<file path="src/hdl/mce_pkg.sv">
// Overview of operation
// - power-control and uncore internal errors go only to the internal-error bank.
// - memory-controller errors go to banks 9 to 16, one misc register per bank.
// - bit 1 of the extended log control register enables the extended logging.
// - misc 13:9 holds buffer id on write parity, else second device on read.
// - with extended logging on, first device bit mask goes to misc 29:14.
// - with extended logging on, second device bit mask goes to misc 45:30.
// - with extended logging on, first device failing rank goes to misc 50:46.
// - with extended logging on, second device failing rank goes to misc 55:51.
// - misc bit 62 is set once first device correctable read data is captured.
// - misc bit 63 marks second device data; trust it only with bit 62 set.
// - internal code is 0402h/0403h power control, 0406h trusted, 0407h utility.
// - core three-strike copies cache bank status in and disables core banks.
// - status 19:16 reads 0000b for no error, 00xxb for power-control errors.
package mce_pkg;

	// ------------------------------------------------------------
	// bank numbering
	// ------------------------------------------------------------
	localparam int NUM_BANKS = 8;
	localparam logic [4:0] FIRST_BANK = 5'h09;

	// ------------------------------------------------------------
	// register byte offsets
	// ------------------------------------------------------------
	localparam logic [11:0] OFF_EXT_CTRL = 12'h000;
	localparam logic [11:0] OFF_INT_LO = 12'h004;
	localparam logic [11:0] OFF_INT_HI = 12'h008;
	localparam logic [11:0] OFF_CORE = 12'h00C;
	localparam logic [11:0] OFF_DROP = 12'h010;
	localparam logic [11:0] OFF_MISC_BASE = 12'h100;
	localparam logic [11:0] MISC_STRIDE = 12'h008;

	// ------------------------------------------------------------
	// field positions and reset values
	// ------------------------------------------------------------
	localparam int EXT_EN_BIT = 1;
	localparam logic EXT_EN_RESET = 1'b0;
	localparam int WBUF_LSB = 9;
	localparam int MASK1_LSB = 14;
	localparam int MASK2_LSB = 30;
	localparam int RANK1_LSB = 46;
	localparam int RANK2_LSB = 51;
	localparam int VALID1_BIT = 62;
	localparam int VALID2_BIT = 63;
	localparam logic [15:0] ONES5 = 16'h001F;
	localparam logic [15:0] ONES16 = 16'hFFFF;
	localparam logic [63:0] MISC_SW_MASK = 64'h00FF_FFFF_FFFF_FE00;
	localparam int CODE_LSB = 0;
	localparam int SUB_LSB = 16;
	localparam int DETAIL_LSB = 24;
	localparam int INT_VALID_BIT = 63;
	localparam logic [63:0] INT_STATUS_RESET = 64'h0000_0000_0000_0000;

	// ------------------------------------------------------------
	// internal error codes
	// ------------------------------------------------------------
	localparam logic [15:0] CODE_PWR_A = 16'h0402;
	localparam logic [15:0] CODE_PWR_B = 16'h0403;
	localparam logic [15:0] CODE_TRUSTED = 16'h0406;
	localparam logic [15:0] CODE_UTILITY = 16'h0407;
	localparam logic [3:0] SUB_NO_ERROR = 4'h0;

	// ------------------------------------------------------------
	// types
	// ------------------------------------------------------------
	typedef enum logic [1:0] {
		MCE_KIND_WR_DATA_PAR = 2'h0,
		MCE_KIND_WR_BE_PAR = 2'h1,
		MCE_KIND_CORR_READ = 2'h2,
		MCE_KIND_OTHER = 2'h3
	} mce_mc_kind_t;

	typedef enum logic [1:0] {
		MCE_SRC_PWR_A = 2'h0,
		MCE_SRC_PWR_B = 2'h1,
		MCE_SRC_TRUSTED = 2'h2,
		MCE_SRC_UTILITY = 2'h3
	} mce_int_src_t;

	typedef struct packed {
		logic valid;
		logic [4:0] bank;
		mce_mc_kind_t kind;
		logic [4:0] wbuf_id;
		logic [4:0] device;
		logic [15:0] bit_mask;
		logic [4:0] rank;
	} mce_mc_evt_t;

	typedef struct packed {
		logic valid;
		mce_int_src_t src;
		logic [1:0] pwr_sub;
		logic [7:0] detail;
	} mce_int_evt_t;

	typedef struct packed {
		logic valid;
		logic [63:0] cache_status;
	} mce_strike_evt_t;

	typedef struct packed {
		logic valid;
		logic hi;
		logic [31:0] data;
	} mce_sw_wr_t;

	typedef enum logic [3:0] {
		MCE_ST_IDLE = 4'b0001,
		MCE_ST_RD = 4'b0010,
		MCE_ST_RD2 = 4'b0100,
		MCE_ST_WR = 4'b1000
	} mce_state_t;

endpackage

</file>
<file path="src/hdl/mce_misc_mem.sv">
`timescale 1ns/1ps
module mce_misc_mem #(
	parameter int DEPTH = 8,
	parameter int WIDTH = 64,
	parameter int AW = 3
) (
	input wire logic clk,
	input wire logic we,
	input wire logic [AW-1:0] waddr,
	input wire logic [WIDTH-1:0] wmask,
	input wire logic [WIDTH-1:0] wdata,
	input wire logic re,
	input wire logic [AW-1:0] raddr,
	output logic [WIDTH-1:0] rdata
);

	if (DEPTH < 1 || DEPTH > (1 << AW)) begin : g_chk
		$error("mce_misc_mem: DEPTH does not fit AW");
	end

	logic [WIDTH-1:0] mem [DEPTH];

	// bit-masked write keeps first-device fields when the second is logged
	always_ff @(posedge clk) begin
		if (we) begin
			mem[waddr] <= (mem[waddr] & ~wmask) | (wdata & wmask);
		end
		if (re) begin
			rdata <= mem[raddr];
		end
	end

endmodule

</file>
<file path="src/hdl/mce_int_log.sv">
`timescale 1ns/1ps
module mce_int_log (
	input wire logic clk,
	input wire logic rstn,
	input mce_pkg::mce_int_evt_t int_evt,
	input mce_pkg::mce_strike_evt_t strike_evt,
	input mce_pkg::mce_sw_wr_t sw_wr,
	output logic [63:0] status,
	output logic core_off
);

	logic [63:0] status_reg;
	logic [63:0] status_next;
	logic core_off_reg;
	logic core_off_next;
	logic [15:0] code;
	logic [3:0] sub;

	always_comb begin
		status_next = status_reg;
		core_off_next = core_off_reg;
		code = mce_pkg::CODE_UTILITY;
		sub = mce_pkg::SUB_NO_ERROR;
		case (int_evt.src)
			mce_pkg::MCE_SRC_PWR_A: begin
				code = mce_pkg::CODE_PWR_A;
				sub = {2'b00, int_evt.pwr_sub};
			end
			mce_pkg::MCE_SRC_PWR_B: begin
				code = mce_pkg::CODE_PWR_B;
				sub = {2'b00, int_evt.pwr_sub};
			end
			mce_pkg::MCE_SRC_TRUSTED: code = mce_pkg::CODE_TRUSTED;
			default: code = mce_pkg::CODE_UTILITY;
		endcase
		// software first, so a same-cycle hardware event overwrites it
		if (sw_wr.valid) begin
			if (sw_wr.hi) begin
				status_next[63:32] = sw_wr.data;
			end else begin
				status_next[31:0] = sw_wr.data;
			end
		end
		if (int_evt.valid) begin
			status_next = '0;
			status_next[mce_pkg::CODE_LSB +: 16] = code;
			status_next[mce_pkg::SUB_LSB +: 4] = sub;
			status_next[mce_pkg::DETAIL_LSB +: 8] = int_evt.detail;
			status_next[mce_pkg::INT_VALID_BIT] = 1'b1;
		end
		// three-strike copy takes priority over a plain internal error
		if (strike_evt.valid) begin
			status_next = strike_evt.cache_status;
			core_off_next = 1'b1;
		end
	end

	always_ff @(posedge clk) begin
		if (!rstn) begin
			status_reg <= mce_pkg::INT_STATUS_RESET;
			core_off_reg <= 1'b0;
		end else begin
			status_reg <= status_next;
			core_off_reg <= core_off_next;
		end
	end

	assign status = status_reg;
	assign core_off = core_off_reg;

endmodule

</file>
<file path="src/hdl/mce_top.sv">
`timescale 1ns/1ps
module mce_top #(
	parameter int NUM_BANKS = mce_pkg::NUM_BANKS
) (
	input wire logic CLK,
	input wire logic RSTN,
	input wire logic HSEL,
	input wire logic [31:0] HADDR,
	input wire logic [1:0] HTRANS,
	input wire logic HWRITE,
	input wire logic [2:0] HSIZE,
	input wire logic [31:0] HWDATA,
	input wire logic HREADY,
	output logic [31:0] HRDATA,
	output logic HREADYOUT,
	output logic HRESP,
	input mce_pkg::mce_mc_evt_t MC_EVT,
	input mce_pkg::mce_int_evt_t INT_EVT,
	input mce_pkg::mce_strike_evt_t STRIKE_EVT,
	output logic EXT_LOG_EN,
	output logic CORE_BANKS_OFF
);

	localparam int IDX_W = (NUM_BANKS > 1) ? $clog2(NUM_BANKS) : 1;

	if (NUM_BANKS < 1 || NUM_BANKS > 8) begin : g_chk
		$error("mce_top: NUM_BANKS must be 1 to 8");
	end

	// ------------------------------------------------------------
	// helpers
	// ------------------------------------------------------------
	function automatic logic [63:0] put(input logic [15:0] v, input int lsb);
		logic [63:0] w;
		w = {48'h0, v};
		return w << lsb;
	endfunction

	function automatic logic is_misc(input logic [31:0] a);
		logic [11:0] off;
		off = a[11:0] - mce_pkg::OFF_MISC_BASE;
		return (a[31:12] == 20'h0) && (a[11:0] >= mce_pkg::OFF_MISC_BASE) &&
			(off < 12'(NUM_BANKS * 8)) && (a[1:0] == 2'b00);
	endfunction

	function automatic logic [IDX_W-1:0] misc_idx(input logic [31:0] a);
		logic [11:0] off;
		off = a[11:0] - mce_pkg::OFF_MISC_BASE;
		return off[IDX_W+2:3];
	endfunction

	function automatic logic is_reg(input logic [31:0] a, input logic [11:0] off);
		return (a[31:12] == 20'h0) && (a[11:0] == off);
	endfunction

	// ------------------------------------------------------------
	// state
	// ------------------------------------------------------------
	mce_pkg::mce_state_t state_reg;
	mce_pkg::mce_state_t state_next;
	logic [31:0] addr_reg;
	logic [31:0] addr_next;
	logic hready_reg;
	logic hready_next;
	logic [31:0] hrdata_reg;
	logic [31:0] hrdata_next;
	logic hresp_reg;
	logic ext_en_reg;
	logic ext_en_next;
	logic [NUM_BANKS-1:0] v1_reg;
	logic [NUM_BANKS-1:0] v1_next;
	logic [NUM_BANKS-1:0] v2_reg;
	logic [NUM_BANKS-1:0] v2_next;
	logic [NUM_BANKS-1:0] drop_reg;
	logic [NUM_BANKS-1:0] drop_next;

	logic [4:0] bank_off;
	logic mc_hit;
	logic [IDX_W-1:0] log_idx;
	logic log_we;
	logic [63:0] log_mask;
	logic [63:0] log_data;
	logic [NUM_BANKS-1:0] drop_set;
	logic req;
	logic wr_apply;
	logic sw_misc_we;
	logic [IDX_W-1:0] sw_idx;
	logic [63:0] sw_mask;
	logic [63:0] sw_data;
	logic mem_we;
	logic [IDX_W-1:0] mem_waddr;
	logic [63:0] mem_wmask;
	logic [63:0] mem_wdata;
	logic [63:0] mem_rdata;
	logic [63:0] int_status;
	logic core_off;
	mce_pkg::mce_sw_wr_t int_sw_wr;

	// ------------------------------------------------------------
	// memory-controller event logging
	// ------------------------------------------------------------
	assign bank_off = MC_EVT.bank - mce_pkg::FIRST_BANK;
	assign mc_hit = MC_EVT.valid && (MC_EVT.bank >= mce_pkg::FIRST_BANK) &&
		(bank_off < 5'(NUM_BANKS));
	assign log_idx = bank_off[IDX_W-1:0];

	always_comb begin
		log_we = 1'b0;
		log_mask = '0;
		log_data = '0;
		drop_set = '0;
		if (mc_hit) begin
			case (MC_EVT.kind)
				mce_pkg::MCE_KIND_WR_DATA_PAR, mce_pkg::MCE_KIND_WR_BE_PAR: begin
					log_we = 1'b1;
					log_mask = put(mce_pkg::ONES5, mce_pkg::WBUF_LSB);
					log_data = put({11'h0, MC_EVT.wbuf_id}, mce_pkg::WBUF_LSB);
				end
				mce_pkg::MCE_KIND_CORR_READ: begin
					if (ext_en_reg) begin
						if (!v1_reg[log_idx]) begin
							log_we = 1'b1;
							log_mask = put(mce_pkg::ONES16, mce_pkg::MASK1_LSB) |
								put(mce_pkg::ONES5, mce_pkg::RANK1_LSB);
							log_data = put(MC_EVT.bit_mask, mce_pkg::MASK1_LSB) |
								put({11'h0, MC_EVT.rank}, mce_pkg::RANK1_LSB);
						end else if (!v2_reg[log_idx]) begin
							log_we = 1'b1;
							log_mask = put(mce_pkg::ONES16, mce_pkg::MASK2_LSB) |
								put(mce_pkg::ONES5, mce_pkg::RANK2_LSB) |
								put(mce_pkg::ONES5, mce_pkg::WBUF_LSB);
							log_data = put(MC_EVT.bit_mask, mce_pkg::MASK2_LSB) |
								put({11'h0, MC_EVT.rank}, mce_pkg::RANK2_LSB) |
								put({11'h0, MC_EVT.device}, mce_pkg::WBUF_LSB);
						end else begin
							// both slots full: first-device record is kept, the bank's drop flag is set
							drop_set[log_idx] = 1'b1;
						end
					end
				end
				default: begin
				end
			endcase
		end
	end

	// ------------------------------------------------------------
	// bus slave
	// ------------------------------------------------------------
	assign req = HSEL && HTRANS[1] && HREADY;
	// a software misc write waits out a hardware log to keep the single write port
	assign wr_apply = (state_reg == mce_pkg::MCE_ST_WR) && !(is_misc(addr_reg) && log_we);
	assign sw_misc_we = wr_apply && is_misc(addr_reg);
	assign sw_idx = misc_idx(addr_reg);
	assign sw_mask = addr_reg[2] ? (mce_pkg::MISC_SW_MASK & {32'hFFFF_FFFF, 32'h0}) :
		(mce_pkg::MISC_SW_MASK & {32'h0, 32'hFFFF_FFFF});
	assign sw_data = {HWDATA, HWDATA};

	assign mem_we = log_we || sw_misc_we;
	assign mem_waddr = log_we ? log_idx : sw_idx;
	assign mem_wmask = log_we ? log_mask : sw_mask;
	assign mem_wdata = log_we ? log_data : sw_data;

	always_comb begin
		int_sw_wr.valid = wr_apply &&
			(is_reg(addr_reg, mce_pkg::OFF_INT_LO) || is_reg(addr_reg, mce_pkg::OFF_INT_HI));
		int_sw_wr.hi = is_reg(addr_reg, mce_pkg::OFF_INT_HI);
		int_sw_wr.data = HWDATA;
	end

	always_comb begin
		state_next = state_reg;
		addr_next = addr_reg;
		hready_next = hready_reg;
		hrdata_next = hrdata_reg;
		ext_en_next = ext_en_reg;
		v1_next = v1_reg;
		v2_next = v2_reg;
		drop_next = drop_reg;
		case (state_reg)
			mce_pkg::MCE_ST_IDLE: begin
				if (req) begin
					addr_next = HADDR;
					hready_next = 1'b0;
					state_next = HWRITE ? mce_pkg::MCE_ST_WR : mce_pkg::MCE_ST_RD;
				end
			end
			mce_pkg::MCE_ST_RD: begin
				state_next = mce_pkg::MCE_ST_RD2;
			end
			mce_pkg::MCE_ST_RD2: begin
				hrdata_next = 32'h0;
				if (is_misc(addr_reg)) begin
					if (addr_reg[2]) begin
						hrdata_next = {v2_reg[sw_idx], v1_reg[sw_idx], 6'h00, mem_rdata[55:32]};
					end else begin
						hrdata_next = mem_rdata[31:0];
					end
				end else if (is_reg(addr_reg, mce_pkg::OFF_EXT_CTRL)) begin
					hrdata_next[mce_pkg::EXT_EN_BIT] = ext_en_reg;
				end else if (is_reg(addr_reg, mce_pkg::OFF_INT_LO)) begin
					hrdata_next = int_status[31:0];
				end else if (is_reg(addr_reg, mce_pkg::OFF_INT_HI)) begin
					hrdata_next = int_status[63:32];
				end else if (is_reg(addr_reg, mce_pkg::OFF_CORE)) begin
					hrdata_next = {31'h0, core_off};
				end else if (is_reg(addr_reg, mce_pkg::OFF_DROP)) begin
					hrdata_next = 32'(drop_reg);
				end
				hready_next = 1'b1;
				state_next = mce_pkg::MCE_ST_IDLE;
			end
			mce_pkg::MCE_ST_WR: begin
				if (wr_apply) begin
					if (is_reg(addr_reg, mce_pkg::OFF_EXT_CTRL)) begin
						ext_en_next = HWDATA[mce_pkg::EXT_EN_BIT];
					end
					if (is_reg(addr_reg, mce_pkg::OFF_DROP)) begin
						drop_next = drop_reg & ~HWDATA[NUM_BANKS-1:0];
					end
					if (sw_misc_we && addr_reg[2]) begin
						v1_next[sw_idx] = HWDATA[mce_pkg::VALID1_BIT-32];
						v2_next[sw_idx] = HWDATA[mce_pkg::VALID2_BIT-32];
					end
					hready_next = 1'b1;
					state_next = mce_pkg::MCE_ST_IDLE;
				end
			end
			default: begin
				hready_next = 1'b1;
				state_next = mce_pkg::MCE_ST_IDLE;
			end
		endcase
		// hardware capture wins over a software clear in the same cycle
		drop_next = drop_next | drop_set;
		if (log_we && (MC_EVT.kind == mce_pkg::MCE_KIND_CORR_READ)) begin
			if (!v1_reg[log_idx]) begin
				v1_next[log_idx] = 1'b1;
			end else begin
				v2_next[log_idx] = 1'b1;
			end
		end
		if (!ext_en_next) begin
			v1_next = '0;
			v2_next = '0;
		end
	end

	always_ff @(posedge CLK) begin
		if (!RSTN) begin
			state_reg <= mce_pkg::MCE_ST_IDLE;
			addr_reg <= 32'h0;
			hready_reg <= 1'b1;
			hrdata_reg <= 32'h0;
			hresp_reg <= 1'b0;
			ext_en_reg <= mce_pkg::EXT_EN_RESET;
			v1_reg <= '0;
			v2_reg <= '0;
			drop_reg <= '0;
		end else begin
			state_reg <= state_next;
			addr_reg <= addr_next;
			hready_reg <= hready_next;
			hrdata_reg <= hrdata_next;
			hresp_reg <= 1'b0;
			ext_en_reg <= ext_en_next;
			v1_reg <= v1_next;
			v2_reg <= v2_next;
			drop_reg <= drop_next;
		end
	end

	// ------------------------------------------------------------
	// storage and internal-error bank
	// ------------------------------------------------------------
	mce_misc_mem #(
		.DEPTH(NUM_BANKS),
		.WIDTH(64),
		.AW(IDX_W)
	) u_misc (
		.clk(CLK),
		.we(mem_we),
		.waddr(mem_waddr),
		.wmask(mem_wmask),
		.wdata(mem_wdata),
		.re(state_reg == mce_pkg::MCE_ST_RD),
		.raddr(sw_idx),
		.rdata(mem_rdata)
	);

	// internal errors are kept apart from the memory banks
	mce_int_log u_int (
		.clk(CLK),
		.rstn(RSTN),
		.int_evt(INT_EVT),
		.strike_evt(STRIKE_EVT),
		.sw_wr(int_sw_wr),
		.status(int_status),
		.core_off(core_off)
	);

	assign HRDATA = hrdata_reg;
	assign HREADYOUT = hready_reg;
	assign HRESP = hresp_reg;
	assign EXT_LOG_EN = ext_en_reg;
	assign CORE_BANKS_OFF = core_off;

endmodule

</file>
<file path="config.mk">
export PLATFORM = sky130hd
export DESIGN_NAME = mce_top
export DESIGN_NICKNAME = d
export VERILOG_FILES = /design/src/hdl/mce_pkg.sv /design/src/hdl/mce_misc_mem.sv /design/src/hdl/mce_int_log.sv /design/src/hdl/mce_top.sv
export SDC_FILE = /design/constraint.sdc
export NUM_CORES = 1
export LEC_CHECK = 0
export BUFFER_PORTS_ARGS = -buffer_cell sky130_fd_sc_hd__buf_2
export CAP_MARGIN = 25
export CORE_ASPECT_RATIO = 0.7
export CORE_UTILIZATION = 64
export CTS_CLUSTER_SIZE = 12
export DETAILED_ROUTE_END_ITERATION = 16
export PLACE_DENSITY = 0.84
export SKIP_LAST_GASP = 1
export SLEW_MARGIN = 10
export SYNTH_ARGS = -nofsm -noshare
export SYNTH_HDL_FRONTEND = slang
export SYNTH_HIERARCHICAL = 1
export SYNTH_SLANG_ARGS = --single-unit
</file>
<file path="constraint.sdc">
create_clock -name CLK -period 15.7 [get_ports CLK]
set_clock_uncertainty 0.2 [all_clocks]
set_input_delay 3.14 -clock CLK [delete_from_list [all_inputs] [get_ports CLK]]
set_output_delay 3.14 -clock CLK [all_outputs]
set_load 0.01 [all_outputs]
</file>
==> impl_summary.md <==
Outcome
The run finished with clean final reports.

Place
The final weighted congestion in routability-driven placement is approximately 0.96. During placement, the flow inserted port buffers numbering 221. The HPWL after detailed placement is 58790 um.

Clock network
The clock buffer count from CTS is 61. CTS built an H-tree with a depth of 2. The cts-stage hold buffer count is 0. The post-CTS setup buffer count is 0. Once the clock tree was built, the resizer swapped 0 gates to a different size.

At the later pin of the worst-skew pair, clock insertion delay measures around 0.65 ns. Clock tree synthesis found a total of 663 sinks. The clock root buffer master is sky130_fd_sc_hd__clkbuf_16.

The CTS clock-pin slew for the worst setup and hold paths is 0.06 ns. The clock tree from TritonCTS is yes. Counting along the longest clock path gives a buffer depth of 3.

Critical path
The dominant cell type by count on the critical path is sky130_fd_sc_hd__buf_4. The origin of the critical flop-to-flop path is v1_reg[1]$_SDFF_PN0_. Traced cell by cell, the critical path runs through buf_2, inv_1, ha_1, nor3b_1, mux2i_1, nand4_2, o21ai_1, a21o_2, buf_4, nand2_1, o21ai_4, buf_12, nor2b_4, buf_4, o2bb2ai_1, a211oi_1, a21oi_1. The type of destination of the critical path is a flip-flop.

The critical path startpoint category is an input pin. Across all register-to-register paths, the minimum setup slack is 9.49 ns. The worst register-to-register path ends at u_misc/mem[0][43]$_DFFE_PP_. The class of the most critical setup path is in2reg. The highest fanout seen on the critical path is 133.

The cell type of the slowest stage on the worst timing path is sky130_fd_sc_hd__nor2b_4. The critical path arrival is around 10 ns. The peak per-stage delay on the critical path is ~0.77 ns. The number of cells traversed by the worst register-to-register path is 14. The required time reported for the critical path endpoint is approximately 16 ns.

Job
The max-cap violation count is 0.

Worst hold path
The number of cells traversed by the worst hold path is 2. The beginning of the worst hold path is u_int/status[15]$_SDFFE_PN0P_. The path with the worst hold slack has its endpoint at HRDATA[15]$_SDFFE_PN0N_.

The worst hold path belongs to the class reg2reg.

Final layout
The fraction of layout cells with a size suffix above 1 is 28.59%. The number of flip-flops under the largest register name is 448. The final layout contains 2654 nets. From synthesis to final layout, the design area changed by 10.24%. Cells fill 71.44% of the core in the end.

Timing
The remaining max-slew budget at the tightest pin is 8.610%. The final critical delay including setup and external delays is 9.572 ns. The tightest hold path in the finished design has a slack of 0.2570 ns. The setup-violating endpoint count in the final report is 0.

For this run, the top clock speed supported by timing is 104.5 MHz. Setup repair after global routing left no endpoint under its margin. The transition at the pin with the smallest max-transition slack is 1.371 ns.

The portion of the clock cycle consumed by the worst path in the final layout is 60.97%. The final count of pins violating max slew is 0. Setup total negative slack on the finished layout was measured at 0 ns. The hold violation total from the final report is 0.

Power
The clock network burns 37.1% of the power. The total power density per cell area is 103.7 nW/um2. The maximum VDD drop is 0.09723 mV. Combinational logic is responsible for under 10% of the overall power. The part of the total power dissipated in sequential elements is a little over half.

Summed over all nets, the switching power comes to 0.8675 mW. Net switching is 23.81% of the power. Overall power consumption after layout is estimated at 3.644 mW. The analysis attributes to cell leakage a power of 11.43 nW. The internal power of the cells totals about 2.8 mW.

Routing
The detailed-routed wire length on met3 is 15810 um. The routed metal-1 wire length is around 34000 um. The remaining routing DRC violations is 0. The iteration count of the initial detailed-routing pass is 7.

The via count is 23801. The final wirelength is 97570 um. In the detailed route, the total length drawn on met2 is 42500 um. The final antenna-violating net count is 0. The detailed router used layers up to and including met5. After detailed routing, the number of vias per cell comes to 7.527. The starting DRC count in detailed routing is 3977. In the final routed layout, each cell accounts on average for 30.86 um.

Global route
The total global-route track usage is 38.13%. The number of antenna violations at the first check in global routing is 13. The first global-routing pass estimated 143000 um of wire. The pin count of the biggest net entering global routing is 134. Global routing finished with a remaining overflow of 0. The via count of the first global-routing pass is 22925.

Floorplan
The die covers approximately 51000 um2. From bottom edge to top edge, the die measures about 190 um. The die is 268.7 um wide. The I/O pin count is 227. The initial core utilization is 64.81%. The number of standard-cell rows in the floorplan is 68.

The core footprint is just under 50000 um2.

Logic synthesis
The number of warnings reported in the yosys synthesis log is 6. The mapped netlist covers 31870 um2. The synthesized netlist cell count is 2334. The average instance in the mapped netlist occupies about 14 um2.
-- cell usage in the layout (no fill, tap or decap), types with 61 or more instances in the layout --
cell and count:
sky130_fd_sc_hd__edfxtp_1 504, sky130_fd_sc_hd__buf_2 221, sky130_fd_sc_hd__mux2_2 196, sky130_fd_sc_hd__nand2_1 168, sky130_fd_sc_hd__dfxtp_1 155, sky130_fd_sc_hd__a21oi_1 144
sky130_fd_sc_hd__mux4_2 116, sky130_fd_sc_hd__mux2i_1 104, sky130_fd_sc_hd__o221ai_1 74, sky130_fd_sc_hd__o21ai_0 71, sky130_fd_sc_hd__clkbuf_16 61
-- per-stage QoR --
step | worst slack (ns) | instance area [um2] | cells
2_1_floorplan | 6.369 | 31910 | 2345
3_3_place_gp | 6.076 | 33320 | 3060
3_5_place_dp | 5.897 | 33330 | 3061
4_1_cts | 6.490 | 35030 | 3149
5_1_grt | 6.129 | 35130 | 3162
6_report | 6.128 | 35130 | 3162
-- critical path, delay by kind of cell --
family | cells | cell delay (ns)
AND/OR/NAND/NOR | 4 | 1.51
buffers and inverters | 5 | 2.20
AO/OA/AOI/OAI | 6 | 1.49
multiplexers | 1 | 0.19
adder cells (fa/ha/maj) | 1 | 0.58
-- how the worst max path moves through the flow --
stage          slack [ns]                     endpoint       start
2_1_floorplan        6.37   u_misc/mem[0][0]$_DFFE_PP_  MC_EVT[33]
3_3_place_gp         6.08  u_misc/mem[7][21]$_DFFE_PP_  MC_EVT[33]
3_5_place_dp         5.90  u_misc/mem[7][21]$_DFFE_PP_  MC_EVT[33]
4_1_cts              6.49  u_misc/mem[7][13]$_DFFE_PP_  MC_EVT[33]
5_1_grt              6.13  u_misc/mem[7][13]$_DFFE_PP_  MC_EVT[33]
6_report             6.13  u_misc/mem[0][43]$_DFFE_PP_  MC_EVT[33]
-- routing by layer --
metal  vias up  global-route usage (%)
met4         4                   18.55
met1     11566                   52.55
met3       424                   12.53
li1       9606                       -
met2      2201                   54.61
met5         -                       0
-- layout make-up --
| type | instances | area [um2] |
|---|---|---|
| Multi-Input combinational cell | 1436 | 12560 |
| Inverter | 31 | 116.4 |
| Clock inverter | 3 | 66.31 |
| Antenna cell | 10 | 25.02 |
| Tap cell | 665 | 832.0 |
| Sequential cell | 663 | 18330 |
| Clock buffer | 85 | 1637 |
| Fill cell | 3160 | 14040 |
| Timing Repair Buffer | 269 | 1564 |
-- power by group through the flow --
stage	clock network, mW	logic, mW	registers (mW)
3_3_place_gp	0	0.314	1.98
6_report	1.35	0.345	1.95
4_1_cts	1.35	0.329	1.95
2_1_floorplan	0	0.222	1.98
3_5_place_dp	0	0.326	1.99
5_1_grt	1.41	0.359	1.95
Power figures use the tool's default switching activity.
